===== config.mk =====
export PLATFORM = sky130hd
export DESIGN_NAME = uart_fifo_line_bank_ctrl
export DESIGN_NICKNAME = d
export VERILOG_FILES = /design/src/rtl/bank_decoder.v /design/src/rtl/uart_fifo_line_bank_ctrl.v
export VERILOG_INCLUDE_DIRS = /design/src /design/src/rtl
export SDC_FILE = /design/constraint.sdc
export NUM_CORES = 1
export LEC_CHECK = 0
export BUFFER_PORTS_ARGS = -buffer_cell sky130_fd_sc_hd__clkbuf_2
export CELL_PAD_IN_SITES_DETAIL_PLACEMENT = 1
export CELL_PAD_IN_SITES_GLOBAL_PLACEMENT = 1
export CORE_MARGIN = 2
export CORE_UTILIZATION = 41
export CTS_CLUSTER_SIZE = 14
export DETAILED_ROUTE_END_ITERATION = 8
export GPL_ROUTABILITY_DRIVEN = 0
export GPL_TIMING_DRIVEN = 0
export HOLD_SLACK_MARGIN = 0.12
export PLACE_DENSITY_LB_ADDON = 0.1
export RECOVER_POWER = 25
export SKIP_LAST_GASP = 1
export SLEW_MARGIN = 20
export SYNTH_ARGS = -nofsm -noshare
export SYNTH_HDL_FRONTEND = slang
export SYNTH_SLANG_ARGS = --single-unit

===== constraint.sdc =====
create_clock -name clk -period 1.5 [get_ports clk]
set_input_delay 0.15 -clock clk [delete_from_list [all_inputs] [get_ports clk]]
set_output_delay 0.15 -clock clk [all_outputs]
set_load 0.005 [all_outputs]

===== src/rtl/uart_ctrl_regs.vh =====
`ifndef UART_CTRL_REGS_VH
`define UART_CTRL_REGS_VH

// ============================================================
// Register offsets
`define ADDR_QUEUE_CONTROL   3'h2
`define ADDR_LINE_FORMAT     3'h3
`define ADDR_MODE_CONFIG     3'h4
`define ADDR_QUEUE_STATUS    3'h5
`define ADDR_LINE_SHADOW     3'h6

// ============================================================
// Queue control fields
`define QC_ENABLE            0
`define QC_RX_RESET          1
`define QC_TX_RESET          2
`define QC_TX_TH_LO          4
`define QC_TX_TH_HI          5
`define QC_RX_TH_LO          6
`define QC_RX_TH_HI          7

// ============================================================
// Line format fields
`define LF_LEN_LO            0
`define LF_LEN_HI            1
`define LF_STOP              2
`define LF_PARITY_ON         3
`define LF_EVEN              4
`define LF_STICK             5
`define LF_BREAK             6
`define LF_BANK_SWITCH       7

// ============================================================
// Mode config fields and mode codes
`define MC_MODE_LO           0
`define MC_MODE_HI           2
`define MC_EXTENDED          3
`define MC_DEEP              4
`define MC_MODULATE          5
`define MODE_SERIAL          3'h0
`define MODE_DIRECTED_IR     3'h2
`define MODE_SERIAL_IR       3'h3
`define MODE_REMOTE_IR       3'h6

// ============================================================
// Reset values and bank codes
`define LINE_FORMAT_RESET    8'h00
`define BANK_SELECT_RESET    8'h00
`define QUEUE_CONTROL_RESET  8'h00
`define MODE_CONFIG_RESET    8'h00
`define BANK_RESERVED        3'h7
`define BANK_INVALID         4'hF
`define QC_WRITE_MASK        8'hF7
`define CHAR_BITS_BASE       4'h5
`define CHAR_BITS_FULL       4'h8

// ============================================================
// Thresholds, 16-deep and 32-deep
`define TX_TH16_0            6'h01
`define TX_TH16_1            6'h03
`define TX_TH16_2            6'h09
`define TX_TH16_3            6'h0D
`define TX_TH32_0            6'h01
`define TX_TH32_1            6'h07
`define TX_TH32_2            6'h11
`define TX_TH32_3            6'h19
`define RX_TH16_0            6'h01
`define RX_TH16_1            6'h04
`define RX_TH16_2            6'h08
`define RX_TH16_3            6'h0E
`define RX_TH32_0            6'h01
`define RX_TH32_1            6'h08
`define RX_TH32_2            6'h10
`define RX_TH32_3            6'h1A

// ============================================================
// Pulse train half period less one, in clocks
`define IR_PULSE_HALF        4'h3

`endif


===== src/rtl/bank_decoder.v =====
`timescale 1ns/1ns
`include "uart_ctrl_regs.vh"

// Decodes a bank select byte into a bank number
module bank_decoder (
    input  wire [7:0] code,
    output reg  [3:0] bank,
    output reg        writes_format
);

    // ============================================================
    // Decode
    // bank decoding table
    always @* begin
        bank          = `BANK_INVALID;
        writes_format = 1'b0;
        if (code[7] == 1'b0) begin
            bank          = 4'h0;
            writes_format = 1'b1;
        end else if (code[6] == 1'b0 || code[1] == 1'b1 || code[0] == 1'b1) begin
            bank          = 4'h1;
            writes_format = 1'b1;
        end else if (code[5] == 1'b1 && code[4:2] < 3'h6 && code[4:2] != 3'h2
                     && code[4:2] != 3'h3) begin
            bank = {1'b0, code[4:2] == 3'h0 ? 3'h2 : code[4:2] == 3'h1 ? 3'h3 :
                    code[4:2] == 3'h4 ? 3'h6 : 3'h7};
        end else if (code[5] == 1'b1 && (code[4:2] == 3'h2 || code[4:2] == 3'h3)) begin
            bank = {1'b0, code[2] ? 3'h5 : 3'h4};
        end
    end

endmodule


===== src/rtl/uart_fifo_line_bank_ctrl.v =====
`timescale 1ns/1ns
`include "uart_ctrl_regs.vh"

module uart_fifo_line_bank_ctrl #(
    parameter DEPTH_W = 6
) (
    input  wire               clk,
    input  wire               rst,
    input  wire [2:0]         addr,
    input  wire [7:0]         wdata,
    input  wire               wr,
    input  wire               rd,
    output reg  [7:0]         rdata,
    input  wire [DEPTH_W-1:0] tx_level,
    input  wire [DEPTH_W-1:0] rx_level,
    input  wire               tx_serial,
    input  wire               tx_ir,
    input  wire               transmitter_idle_flag,
    output reg                queues_enabled,
    output reg                rx_queue_flush,
    output reg                tx_queue_flush,
    output reg                receiver_soft_reset,
    output reg                transmitter_soft_reset,
    output reg                status_error_clear,
    output reg                tx_level_event,
    output reg                rx_level_event,
    output reg  [3:0]         char_bits,
    output reg                stop_extra,
    output reg                stop_half,
    output reg                parity_on,
    output reg                parity_value_fixed,
    output reg                parity_fixed_level,
    output reg                parity_even,
    output reg  [3:0]         active_bank,
    output reg                serial_output_pin,
    output reg                infrared_output_pin
);

    // ============================================================
    // Stored state
    reg  [7:0] queue_control;
    reg  [7:0] line_format;
    reg  [7:0] bank_select;
    reg  [7:0] mode_config;
    reg  [3:0] pulse_count;
    reg        pulse_level;
    reg  [7:0] next_rdata;

    wire [3:0] wr_bank;
    wire       wr_format;
    wire [3:0] cur_bank;

    wire [2:0] mode      = mode_config[`MC_MODE_HI:`MC_MODE_LO];
    wire       extended  = mode_config[`MC_EXTENDED];
    wire       deep      = mode_config[`MC_DEEP];
    wire       modulate  = mode_config[`MC_MODULATE];
    wire       remote_ir = (mode == `MODE_REMOTE_IR);
    wire       brk       = line_format[`LF_BREAK] & ~remote_ir;
    wire       wr_qc     = wr && (addr == `ADDR_QUEUE_CONTROL);
    wire       wr_lf     = wr && (addr == `ADDR_LINE_FORMAT);
    wire       wr_mc     = wr && (addr == `ADDR_MODE_CONFIG);
    wire       queues_on = queue_control[`QC_ENABLE] | remote_ir;
    wire [1:0] len_sel   = line_format[`LF_LEN_HI:`LF_LEN_LO];

    // Level operands widened to the threshold width, and current limits
    wire [5:0] tx_level_x = {{(6-DEPTH_W){1'b0}}, tx_level};
    wire [5:0] rx_level_x = {{(6-DEPTH_W){1'b0}}, rx_level};
    wire [5:0] tx_limit;
    wire [5:0] rx_limit;

    // ============================================================
    // Threshold decode
    function [5:0] tx_threshold;
        input [1:0] sel;
        input       is_deep;
        begin
            case (sel)
                2'h0:    tx_threshold = is_deep ? `TX_TH32_0 : `TX_TH16_0;
                2'h1:    tx_threshold = is_deep ? `TX_TH32_1 : `TX_TH16_1;
                2'h2:    tx_threshold = is_deep ? `TX_TH32_2 : `TX_TH16_2;
                default: tx_threshold = is_deep ? `TX_TH32_3 : `TX_TH16_3;
            endcase
        end
    endfunction

    function [5:0] rx_threshold;
        input [1:0] sel;
        input       is_deep;
        begin
            case (sel)
                2'h0:    rx_threshold = is_deep ? `RX_TH32_0 : `RX_TH16_0;
                2'h1:    rx_threshold = is_deep ? `RX_TH32_1 : `RX_TH16_1;
                2'h2:    rx_threshold = is_deep ? `RX_TH32_2 : `RX_TH16_2;
                default: rx_threshold = is_deep ? `RX_TH32_3 : `RX_TH16_3;
            endcase
        end
    endfunction

    // Limits for the thresholds and depth in force
    assign tx_limit = tx_threshold(queue_control[`QC_TX_TH_HI:`QC_TX_TH_LO], deep);
    assign rx_limit = rx_threshold(queue_control[`QC_RX_TH_HI:`QC_RX_TH_LO], deep);

    // ============================================================
    // Bank decoders for write data and stored value
    bank_decoder u_wr_dec (
        .code          (wdata),
        .bank          (wr_bank),
        .writes_format (wr_format)
    );

    bank_decoder u_cur_dec (
        .code          (bank_select),
        .bank          (cur_bank),
        .writes_format ()
    );

    // ============================================================
    // Register writes
    // Soft reset bits clear on the next clock unless rewritten, so a
    // write that sets them again in that cycle wins over the clear.
    always @(posedge clk) begin
        if (rst) begin
            queue_control <= `QUEUE_CONTROL_RESET;
            line_format   <= `LINE_FORMAT_RESET;
            bank_select   <= `BANK_SELECT_RESET;
            mode_config   <= `MODE_CONFIG_RESET;
        end else begin
            queue_control[`QC_RX_RESET] <= 1'b0;
            queue_control[`QC_TX_RESET] <= 1'b0;
            if (wr_qc) begin
                queue_control <= wdata & `QC_WRITE_MASK;
            end
            if (wr_lf) begin
                bank_select <= wdata;
                if (wr_format) begin
                    line_format <= wdata;
                end
            end
            if (wr_mc) begin
                mode_config <= wdata;
            end
        end
    end

    // ============================================================
    // Read data, one cycle after the strobe
    // Registered and zeroed otherwise, so read data stands for exactly
    // the one cycle after the strobe.
    always @* begin
        next_rdata = 8'h00;
        if (addr == `ADDR_QUEUE_CONTROL) begin
            next_rdata = 8'h00;
        end else if (addr == `ADDR_LINE_FORMAT) begin
            next_rdata = bank_select;
        end else if (addr == `ADDR_MODE_CONFIG) begin
            next_rdata = mode_config;
        end else if (addr == `ADDR_QUEUE_STATUS) begin
            next_rdata = {5'h00, transmitter_idle_flag, rx_level_event, tx_level_event};
        end else if (addr == `ADDR_LINE_SHADOW) begin
            next_rdata = line_format;
        end
    end

    always @(posedge clk) begin
        if (rst) begin
            rdata <= 8'h00;
        end else begin
            rdata <= rd ? next_rdata : 8'h00;
        end
    end

    // ============================================================
    // Queue enable and flush outputs
    // Flush holds while the queues are disabled and pulses for one
    // clock with the soft reset bit for its own queue.
    always @(posedge clk) begin
        if (rst) begin
            queues_enabled <= 1'b0;
            rx_queue_flush <= 1'b1;
            tx_queue_flush <= 1'b1;
        end else begin
            queues_enabled <= queues_on;
            rx_queue_flush <= ~queues_on | queue_control[`QC_RX_RESET];
            tx_queue_flush <= ~queues_on | queue_control[`QC_TX_RESET];
        end
    end

    // ============================================================
    // Soft reset pulses
    always @(posedge clk) begin
        if (rst) begin
            receiver_soft_reset    <= 1'b1;
            transmitter_soft_reset <= 1'b1;
            status_error_clear     <= 1'b1;
        end else begin
            receiver_soft_reset    <= queue_control[`QC_RX_RESET];
            status_error_clear     <= queue_control[`QC_RX_RESET];
            transmitter_soft_reset <= queue_control[`QC_TX_RESET];
        end
    end

    // ============================================================
    // Queue level events
    // Limits follow the depth in force now, so a depth change acts on
    // the next clock without rewriting the threshold fields.
    always @(posedge clk) begin
        if (rst) begin
            tx_level_event <= 1'b0;
            rx_level_event <= 1'b0;
        end else begin
            tx_level_event <= extended && (tx_level_x < tx_limit);
            rx_level_event <= (rx_level_x >= rx_limit);
        end
    end

    // ============================================================
    // Active bank output
    always @(posedge clk) begin
        if (rst) begin
            active_bank <= 4'h0;
        end else begin
            active_bank <= cur_bank;
        end
    end

    // ============================================================
    // Character length and stop bits
    // Remote-control infrared has no character framing, so the outputs
    // fall back to eight bits with one stop bit there.
    always @(posedge clk) begin
        if (rst) begin
            char_bits  <= `CHAR_BITS_BASE;
            stop_extra <= 1'b0;
            stop_half  <= 1'b0;
        end else begin
            char_bits <= remote_ir ? `CHAR_BITS_FULL :
                         `CHAR_BITS_BASE + {2'h0, len_sel};
            stop_extra <= ~remote_ir & line_format[`LF_STOP];
            stop_half  <= ~remote_ir & line_format[`LF_STOP] & (len_sel == 2'h0);
        end
    end

    // ============================================================
    // Parity selection
    always @(posedge clk) begin
        if (rst) begin
            parity_on          <= 1'b0;
            parity_value_fixed <= 1'b0;
            parity_fixed_level <= 1'b0;
            parity_even        <= 1'b0;
        end else begin
            parity_on          <= ~remote_ir & line_format[`LF_PARITY_ON];
            parity_value_fixed <= line_format[`LF_STICK];
            // Stick level is one while even select is clear
            parity_fixed_level <= ~line_format[`LF_EVEN];
            parity_even        <= line_format[`LF_EVEN];
        end
    end

    // ============================================================
    // Infrared pulse train for break
    // Free running, so a break starts on whatever phase it finds.
    always @(posedge clk) begin
        if (rst) begin
            pulse_count <= 4'h0;
            pulse_level <= 1'b0;
        end else if (pulse_count == `IR_PULSE_HALF) begin
            pulse_count <= 4'h0;
            pulse_level <= ~pulse_level;
        end else begin
            pulse_count <= pulse_count + 4'h1;
        end
    end

    // ============================================================
    // Transmit front end with break
    // Break overrides only the pins; the transmitter keeps running so
    // that it can still time the break length.
    always @(posedge clk) begin
        if (rst) begin
            serial_output_pin   <= 1'b1;
            infrared_output_pin <= 1'b0;
        end else begin
            if (brk && mode == `MODE_SERIAL) begin
                serial_output_pin <= 1'b0;
            end else begin
                serial_output_pin <= tx_serial;
            end
            if (brk && mode == `MODE_DIRECTED_IR && !modulate) begin
                infrared_output_pin <= 1'b1;
            end else if (brk && (mode == `MODE_SERIAL_IR || mode == `MODE_DIRECTED_IR)) begin
                infrared_output_pin <= pulse_level;
            end else begin
                infrared_output_pin <= tx_ir;
            end
        end
    end

endmodule


# Word-level counts from Yosys, hierarchy flattened

Cells that the tools add are included.

Add/sub/neg operators: 2
Magnitude comparators: 3
Equality and inequality tests: 19
Reductions and logical operators: 32
Muxes and demuxes: 25
Bitwise gates (word level): 16

Operators with widths:

| kind                                                            | number |
|---|---|
| 8-bit 2-to-1 mux                                                | 4 |
| 5-bit case mux with 3 select lines                              | 2 |
| 5-bit 2-to-1 mux                                                | 4 |
| 3-bit by 2-bit == test with 1-bit output, second input constant | 6 |
| 3-bit == test, second input constant                            | 5 |
| 1-bit logical AND                                               | 12 |
| 3-bit 2-to-1 mux                                                | 4 |
| 4-bit 2-to-1 mux                                                | 3 |
| 1-bit inverter                                                  | 9 |
| 1-bit 2-to-1 mux                                                | 8 |
| 2-bit OR reduction                                              | 4 |
| 6-bit >= comparator                                             | 1 |
| 2-bit logical NOT                                               | 3 |
| 3-bit logical NOT                                               | 2 |
| 1-bit logical OR                                                | 6 |
| 6-bit by 5-bit less-than comparator with 1-bit output           | 1 |
| 3-bit by 2-bit != test with 1-bit output, second input constant | 2 |
| 3-bit OR reduction                                              | 2 |
| 3-bit by 2-bit adder with 4-bit output, first input constant    | 1 |
| 4-bit by 1-bit adder with 4-bit output, second input constant   | 1 |
| 1-bit AND                                                       | 4 |
| 2-bit by 1-bit == test with 1-bit output, second input constant | 2 |
| 2-bit == test, second input constant                            | 2 |
| 4-bit by 2-bit == test with 1-bit output, second input constant | 1 |
| 6 further kinds                                                 | 8 |

Logic and storage cells: 125
Output and inout bits: 32
Register bits after elaboration: 67
Bits of input ports: 30

# Logic depth before layout (Yosys ltp)

Gate-level depths: netlist (run 1).

Word-level depth: 6
Gate-level depth with buffers: 7
Gate-level depth less buffers: 6

# By module

A second synthesis (run 1) with hierarchy kept.

Cells, all modules: 303
Area total of the unflattened synthesis: 2929.1 sq um

Modules (own cells, without submodules):

| module                   | area each (sq um) | cells each | sequential area each (sq um) | times used |
|---|---|---|---|---|
| uart_fifo_line_bank_ctrl | 2778.9            | 283        | 1341.3                       | 1 |
| bank_decoder             | 75.1              | 10         | 0.0                          | 2 |

# Worst setup path after synthesis (run 1)

Ideal clock, no wire load.

Kind: flip-flop to flip-flop
Start: register mode_config[4]
End: register rx_level_event
Period minus slack after synthesis: 1.306 ns
Arrival: 1.186 ns
Stages on the path, launching flop included: 7
Buffers on the path: 1
Data required time: 1.379 ns
Setup time: 0.121 ns
Setup slack: 0.194 ns
Cells stage by stage: dfxtp_1 -> buf_2 -> mux2i_1 -> ha_1 -> a21oi_1 -> o22a_1 -> o31ai_1

Longest elaborated chain between the ends: 3
Elaborated cells between the ends (all ways): 5
Classes of those cells: order compare: 1; mux: 4

RTL lines:

| item                                                                         | line                           | text |
|---|---|---|
| from (decl)                                                                  | uart_fifo_line_bank_ctrl.v:44  | `reg [7:0] mode_config;` |
| from (signal assigned)                                                       | uart_fifo_line_bank_ctrl.v:126 | `` mode_config <= `MODE_CONFIG_RESET; `` |
| from (signal assigned)                                                       | uart_fifo_line_bank_ctrl.v:140 | `mode_config <= wdata;` |
| 5-bit 2-to-1 mux (no source line) / 4-bit 2-to-1 mux (equally long branches) | --                             |  |
| 5-bit case mux with 3 select lines *                                         | uart_fifo_line_bank_ctrl.v:90  | `case (sel)` |
| 6-bit >= comparator *                                                        | uart_fifo_line_bank_ctrl.v:212 | `rx_level_event <= (rx_level_x >= rx_limit);` |
| to (signal assigned)                                                         | uart_fifo_line_bank_ctrl.v:212 |  |
| to (decl)                                                                    | uart_fifo_line_bank_ctrl.v:26  | `output reg rx_level_event,` |

Mark *: on every way between the ends. The rest lies on a longest branch, timed or not.
A chain may end at the register's enable or synchronous reset.

# Final worst setup path (run 1)

Same ends and word-level chain as after synthesis.

==> impl_summary.log, run 1 <==
[metrics] result of the run: complete, no violations
[metrics] maximum vdd ir drop: 438.4 uV
[metrics] data arrival at the endpoint of the critical path: 1630 ps
[metrics] relative slew slack: 64.30%
[metrics] RSZ-0062 raised after global routing: no
[metrics] number of primary I/O pins: 62
[metrics] area added between synthesis and finish: 29.51%
[metrics] area of the core: 6681 um2
[metrics] transition time at the pin with the least slew margin: 535.6 ps
[metrics] grt ovf: 0
[metrics] most area-consuming cells after synthesis: dfxtp_1 (48%), mux2i_1 (5.8%), ha_1 (5.4%)
[metrics] Worst Path Required: 1740 ps
[metrics] count of endpoints failing hold in the final timing report: 0
[metrics] total negative setup slack: 0 ps
[metrics] flop and latch count out of synthesis: 67
[metrics] critical path endpoint category: flip-flop
[metrics] crit start category: flip-flop
[metrics] peak fanout along the critical path: 7
[metrics] number of nets still failing antenna checks after routing: 0
[metrics] number of clock sinks: 67
[metrics] Initial Utilization: 41.63%
[metrics] vias per cell: 5.059
[metrics] starting DRC count in detailed routing: 87
[metrics] Routed Wire Length: 7.278 mm
[metrics] drt wl/cell: 15.96 um
[metrics] Finish-stage setup viols: 0
[metrics] most area-hungry cell type in the Yosys netlist: dfxtp_1
[metrics] number of pins with negative max-slew slack in the final report: 0
[metrics] Crit Path Category: reg -> reg
[metrics] row cnt: 30
[metrics] worst-case clock buffer depth: 2
[metrics] worst min-delay path class: in -> reg
[metrics] number of global-route vias before repair: 2297
[metrics] worst hold-check slack: 144.9 ps
[metrics] chip width: 86.37 um
[metrics] number of antenna cells inserted: 0
[metrics] clock root cell: clkbuf_8
[metrics] worst clock skew on the final layout: 8.836 ps
[metrics] Die Height: 86.37 um
[metrics] area of the die: 7459 um2
[metrics] static leakage: 1.538 nW
[metrics] via count: 2307
[metrics] Tot GR Track Use: 20.63%
[metrics] Cell variety after synth: 46
[metrics] # Max-Cap Violations: 0
[metrics] TritonCTS clock tree: built
[metrics] crit share post-route: 92.65%
[metrics] post-detailed-route DRC marker count: 0
[metrics] Final Critical Period: 1390 ps
[metrics] pin count of the biggest net entering global routing: 13
[metrics] area of the mapped netlist: 2781 um2
[metrics] clock slew seen by the registers of the worst setup and hold paths: 80 ps
[metrics] power density over the cells: 1094 nW/um2
[metrics] synthesized netlist cell count: 282
[metrics] final standard cell utilization of the core: 53.91%
[metrics] maximum level of the CTS H-tree: 3
[metrics] fraction of final layout cells sized beyond drive strength 1: 27.93%
[metrics] mean area per synthesized cell: 9.863 um2
[metrics] synthesized net count: 324
[metrics] detailed-routing iteration count for the pre-antenna-repair pass: 4
[metrics] number of warnings issued by yosys: 0
[metrics] Post CTS Setup Buffer Count: 0
[metrics] count of port buffers added during placement: 61
[metrics] Max Freq: 719.6 MHz
[metrics] sequential-to-total area share from yosys stat: 48.22%
[metrics] antenna violations before repair: 0
[metrics] number of clock buffers inserted by TritonCTS: 9
[metrics] fraction of post-synthesis cell area in the top cell type by area: 48.22%
[metrics] number of nets in the final layout: 413
[metrics] latest clock arrival within the worst-skew pair: 340 ps
[metrics] global-route wire length before repair: 11.67 mm
[metrics] HPWL reported at the end of detailed placement: 5.204 mm
==> metrics by stage <==
step	setup WS [ps]	power, mW	instances	area (um2)
final	110.3	3.941	456	3602
after global routing	9.328	4.086	456	3602
after CTS	41.06	3.967	456	3592
after detailed placement	56.59	2.194	423	3187
after global placement	63.92	2.184	423	3187
after floorplan	193.9	2.061	282	2781
==> path summary, 6_finish.rpt <==
kind,startpoint,endpoint,slack (ps),cells after the start
worst max register to register,mode_config[4]$_SDFFE_PP0P_,rx_level_event$_SDFF_PP0_,110,6
worst min-delay path,tx_level[4],tx_level_event$_SDFF_PP0_,140,3
worst min register to register,queue_control[1]$_SDFF_PP0_,status_error_clear$_SDFF_PP1_,420,1
worst max-delay path,mode_config[4]$_SDFFE_PP0P_,rx_level_event$_SDFF_PP0_,110,6
==> sequential cells by signal, indices dropped and copies added, names as in the netlist, 4 cells and up <==
name / cells
pulse_count: 4
line_format: 8
active_bank: 4
bank_select: 8
mode_config: 8
char_bits: 4
queue_control: 7
rdata: 8
==> cell usage after synthesis, drive strengths merged <==
master	n
nor3	2
a211oi	1
mux2i	16
nand4bb	1
inv	14
o31ai	1
mux2	8
o21ai	7
and4b	1
nor2b	2
clkbuf	1
a21boi	1
o22a	1
nand2b	4
xor2	2
nand2	33
xnor2	1
o211a	1
o311ai	1
or2	4
a311oi	2
and3	1
and3b	2
nand3b	3
a22oi	5
nor2	30
a21oi	14
o221a	2
and2	3
dfxtp	67
nand4b	1
nor3b	5
o41ai	3
nand4	1
a31oi	6
a221oi	1
and4bb	2
nand3	4
buf	14
ha	12
and2b	2
==> power by group <==
| part | switching [mW] | internal (mW) | total (mW) |
|---|---|---|---|
| clock network | 0.718 | 1.03 | 1.75 |
| registers | 0.0295 | 1.82 | 1.85 |
| logic | 0.173 | 0.166 | 0.340 |
==> logic make-up (layout without fill, tap and decap cells) <==
logic type	after synthesis	count (layout)	share of synthesized area, %
fa+ha+maj	12	12	5.398
simple gates	101	101	19.12
compound gates	46	46	11.61
mux	24	24	8.997
buf+inv	29	123	5.713
xor+xnor	3	3	0.9448
flops	67	67	48.22
==> area by class of cell <==
| type | instances | area, um2 |
|---|---|---|
| inverter | 14 | 52.55 |
| fill | 773 | 3079 |
| sequential | 67 | 1343 |
| tap | 80 | 100.1 |
| clock inverter | 5 | 83.83 |
| multi-input combinational | 186 | 1292 |
| timing repair buffer | 78 | 466.7 |
| buffer | 15 | 112.6 |
| clock buffer | 11 | 151.4 |
==> worst max-delay path, stage by stage (launching register included) <==
cell and delay, ps:
dfxtp_1 330, buf_6 130, mux2i_1 200, ha_1 260, a21oi_1 150, o22a_1 140
o31ai_1 60
==> layer usage <==
metal  wire length [um]  track usage [%]
met5                  0                0
met4                 87            9.091
met3                346            4.381
met2               3514            34.55
met1               3330            25.52
==> cell usage in the layout (no fill, tap or decap), types with 5 or more instances in the layout <==
master         instances
clkbuf_2              54
nor3b_1                5
clkbuf_1               6
mux2i_1               16
nor2_1                29
o21ai_0                7
nand2_1               33
inv_1                 14
mux2_2                 8
dlygate4sd3_1         17
a21oi_1               13
ha_1                  12
clkbuf_8              12
a31oi_1                6
a22oi_1                5
dfxtp_1               66
==> what timing repair did <==
item / 4_1_cts / 5_1_grt
hold endpoints to repair: 33 / 0
setup endpoints to repair: 0 / 2
resized for setup: 0 / 6
hold buffers: 17 / 0
No activity file was read; power rests on OpenSTA's default activity.
==> inputs of run 2 (changes only) <==
--- a/config.mk
+++ b/config.mk
@@ -6,11 +6,12 @@
 export SDC_FILE = /design/constraint.sdc
 export NUM_CORES = 1
 export LEC_CHECK = 0
+export ABC_CLOCK_PERIOD_IN_PS = 1500
 export BUFFER_PORTS_ARGS = -buffer_cell sky130_fd_sc_hd__clkbuf_2
 export CELL_PAD_IN_SITES_DETAIL_PLACEMENT = 1
 export CELL_PAD_IN_SITES_GLOBAL_PLACEMENT = 1
 export CORE_MARGIN = 2
-export CORE_UTILIZATION = 41
+export CORE_UTILIZATION = 30
 export CTS_CLUSTER_SIZE = 14
 export DETAILED_ROUTE_END_ITERATION = 8
 export GPL_ROUTABILITY_DRIVEN = 0
==> run 2 against run 1 <==
Clock skew rose by 0.81 ps. Critical endpoint unchanged. Clock-buffer cell count fell by 2. Wire length rose by 4.5%. Sequential power barely moved. Worst hold slack got worse by 9.7 ps. Non-clock buffer count fell by 2.
==> impl_summary.log, run 2 (same netlist as run 1, synthesis figures left out) <==
[metrics] antenna violations before repair: 0 (unchanged)
[metrics] hold path startpoint: tx_level[0] (was tx_level[4])
[metrics] via count: 2309 (was 2307)
[metrics] final instance area: 3551 um2 (was 3602 um2)
[metrics] Die Height: 100.3 um (was 86.37 um)
[metrics] number of nets in the final layout: 411 (was 413)
[metrics] maximum vdd ir drop: 349.6 uV (was 438.4 uV)
[metrics] Hold Crit Endpoint: tx_level_event$_SDFF_PP0_ (unchanged)
[metrics] TritonCTS clock tree: built (unchanged)
[metrics] number of antenna cells inserted: 0 (unchanged)
[metrics] static leakage: 1.496 nW (was 1.538 nW)
[metrics] chip width: 100.3 um (was 86.37 um)
[metrics] starting DRC count in detailed routing: 45 (was 87)
[metrics] destination of the worst register-to-register timing path: rx_level_event$_SDFF_PP0_ (unchanged)
[metrics] peak fanout along the critical path: 6 (was 7)
[metrics] worst-case clock buffer depth: 2 (unchanged)
[metrics] Worst Path Required: 1740 ps (about the same)
[metrics] leading cell type in the layout, fill and taps excluded: dfxtp_1 (unchanged)
[metrics] area of the die: 10060 um2 (was 7459 um2)
[metrics] count of endpoints failing hold in the final timing report: 0 (unchanged)
[metrics] Routed Wire Length: 7.609 mm (was 7.278 mm)
[metrics] data arrival at the endpoint of the critical path: 1650 ps (was 1630 ps)
[metrics] delay of the slowest cell on the worst path: 330 ps (about the same)
[metrics] Pwr Total: 3.541 mW (was 3.941 mW)
[metrics] Finish-stage setup viols: 0 (unchanged)
[metrics] area added between synthesis and finish: 27.67% (was 29.51%)
[metrics] row cnt: 35 (was 30)
[metrics] crit start category: flip-flop (unchanged)
[metrics] cells traversed along the worst timing path: buf_6, mux2i_2, ha_1, a21oi_1, o22a_1, o31ai_1 (was buf_6, mux2i_1, ha_1, a21oi_1, o22a_1, o31ai_1)
[metrics] drt wl/cell: 15.69 um (was 15.96 um)
[metrics] HPWL reported at the end of detailed placement: 5.798 mm (was 5.204 mm)
[metrics] fraction of final layout cells sized beyond drive strength 1: 27.81% (was 27.93%)
[metrics] sequential cell area: 1341 um2 (was 1343 um2)
[metrics] worst reg2reg startpoint: mode_config[4]$_SDFFE_PP0P_ (unchanged)
[metrics] Final WS setup: 84.23 ps (was 110.3 ps)
[metrics] CP delay by family, top: compound AO/OA/AOI/OAI gates (unchanged)
[metrics] CP max-delay cell: dfxtp_1 (unchanged)
[metrics] number of nets still failing antenna checks after routing: 0 (unchanged)
[metrics] number of primary I/O pins: 62 (unchanged)
[metrics] detailed-routing iteration count for the pre-antenna-repair pass: 4 (unchanged)
[metrics] reg-to-reg slack, setup: 80 ps (was 110 ps)
[metrics] # Max-Cap Violations: 0 (unchanged)
[metrics] grt ovf: 0 (unchanged)
[metrics] number of pins with negative max-slew slack in the final report: 0 (unchanged)
[metrics] global-route wire length before repair: 12.27 mm (was 11.67 mm)
[metrics] result of the run: complete, no violations (unchanged)
[metrics] crit share post-route: 94.38% (was 92.65%)
[metrics] transition time at the pin with the least slew margin: 563.1 ps (was 535.6 ps)
[metrics] Crit Path Category: reg -> reg (unchanged)
[metrics] maximum level of the CTS H-tree: 3 (unchanged)
[metrics] post-detailed-route DRC marker count: 0 (unchanged)
[metrics] Post-Place Cell Area: 3226 um2 (was 3187 um2)
[metrics] latest clock arrival within the worst-skew pair: 340 ps (about the same)
[metrics] final standard cell utilization of the core: 38.98% (was 53.91%)
[metrics] relative slew slack: 62.46% (was 64.30%)
[metrics] critical path endpoint category: flip-flop (unchanged)
[metrics] number of buffer and inverter stages on the critical path: 1 (unchanged)
[metrics] DP Cell Count: 454 (was 423)
[metrics] clock slew seen by the registers of the worst setup and hold paths: 80 ps (about the same)
[metrics] area of the core: 9109 um2 (was 6681 um2)
[metrics] Max Freq: 706.3 MHz (was 719.6 MHz)
[metrics] number of clock sinks: 67 (unchanged)
[metrics] Finished Layout Cells: 485 (was 456)
[metrics] pin count of the biggest net entering global routing: 14 (was 13)
[metrics] worst setup slack after placement: 17.80 ps (was 56.59 ps)
[metrics] count of port buffers added during placement: 61 (unchanged)
[metrics] number of cells on the worst reg-to-reg path: 6 (unchanged)
[metrics] worst clock skew on the final layout: 9.643 ps (was 8.836 ps)
[metrics] Tot GR Track Use: 16.22% (was 20.63%)
[metrics] power density over the cells: 997.1 nW/um2 (was 1094 nW/um2)
[metrics] worst min-delay path class: in -> reg (unchanged)
[metrics] cell depth of the worst setup path: 6 (unchanged)
[metrics] multi-input combinational cell area: 1289 um2 (was 1292 um2)
[metrics] clock root cell: clkbuf_8 (unchanged)
[metrics] Initial Utilization: 30.54% (was 41.63%)
[metrics] vias per cell: 4.761 (was 5.059)
[metrics] number of clock buffers inserted by TritonCTS: 9 (unchanged)
[metrics] Hold Path Depth: 4 (was 3)
[metrics] number of global-route vias before repair: 2367 (was 2297)
[metrics] commonest non-fill, non-tap cells in the layout: dfxtp_1 (67), clkbuf_2 (52), nand2_1 (33) (was dfxtp_1 (66), clkbuf_2 (54), nand2_1 (33))
[metrics] fill cell total of the finished layout: 1097 (was 773)
[metrics] Final Critical Period: 1416 ps (was 1390 ps)
[run 2: worst max path at each step]
stage,slack (ps),end,from
final,80,rx_level_event$_SDFF_PP0_,mode_config[4]$_SDFFE_PP0P_
after global routing,-0.5,rx_level_event$_SDFF_PP0_,mode_config[4]$_SDFFE_PP0P_
after CTS,3,rx_level_event$_SDFF_PP0_,mode_config[4]$_SDFFE_PP0P_
after detailed placement,20,rx_level_event$_SDFF_PP0_,mode_config[4]$_SDFFE_PP0P_
after global placement,30,rx_level_event$_SDFF_PP0_,mode_config[4]$_SDFFE_PP0P_
after floorplan,190,rx_level_event$_SDFF_PP0_,mode_config[4]$_SDFFE_PP0P_
[run 2: per-stage QoR]
| step | setup TNS [ps] | hold WS [ps] |
|---|---|---|
| finish | 0 | 135.2 |
| global placement | 0 | 385.0 |
| global route | -0.5134 | 155.4 |
| CTS | 0 | 122.4 |
| floorplan | 0 | 230.1 |
| detailed placement | 0 | 387.1 |
[run 2: per-layer routing]
metal | wire length, um | track usage (%)
met3 | 264 | 2.716
met5 | 0 | 0
met1 | 3497 | 20.85
met2 | 3746 | 27.16
met4 | 100 | 6.322
[run 2: final cells by class]
type	instances	area share [%]
clock inverters	7	1.515
repair buffers	76	12.37
clock buffers	9	3.488
well taps	111	3.911
plain buffers	15	3.171
flip-flops and latches	67	37.77
multi-input cells	186	36.29
inverters	14	1.480
[run 2: timing repair]
| item | CTS | global route |
|---|---|---|
| endpoints found under the setup margin | 0 | 2 |
| hold buffers | 13 | 0 |
| setup buffers | 0 | 2 |
| hold endpoints to repair | 18 | 0 |
| resized for setup | 0 | 5 |
[run 2: where the power goes]
group	leakage, nW	switching [mW]	internal (mW)
sequential	0.544	0.0280	1.82
combinational	0.870	0.173	0.162
clock	0.0818	0.749	0.607
total	1.50	0.950	2.59
[run 2: tightest hold or removal path: stages]
cell and delay (ps):
clkbuf_2 80, nand3_1 70, nand2_1 60, a31oi_1 70
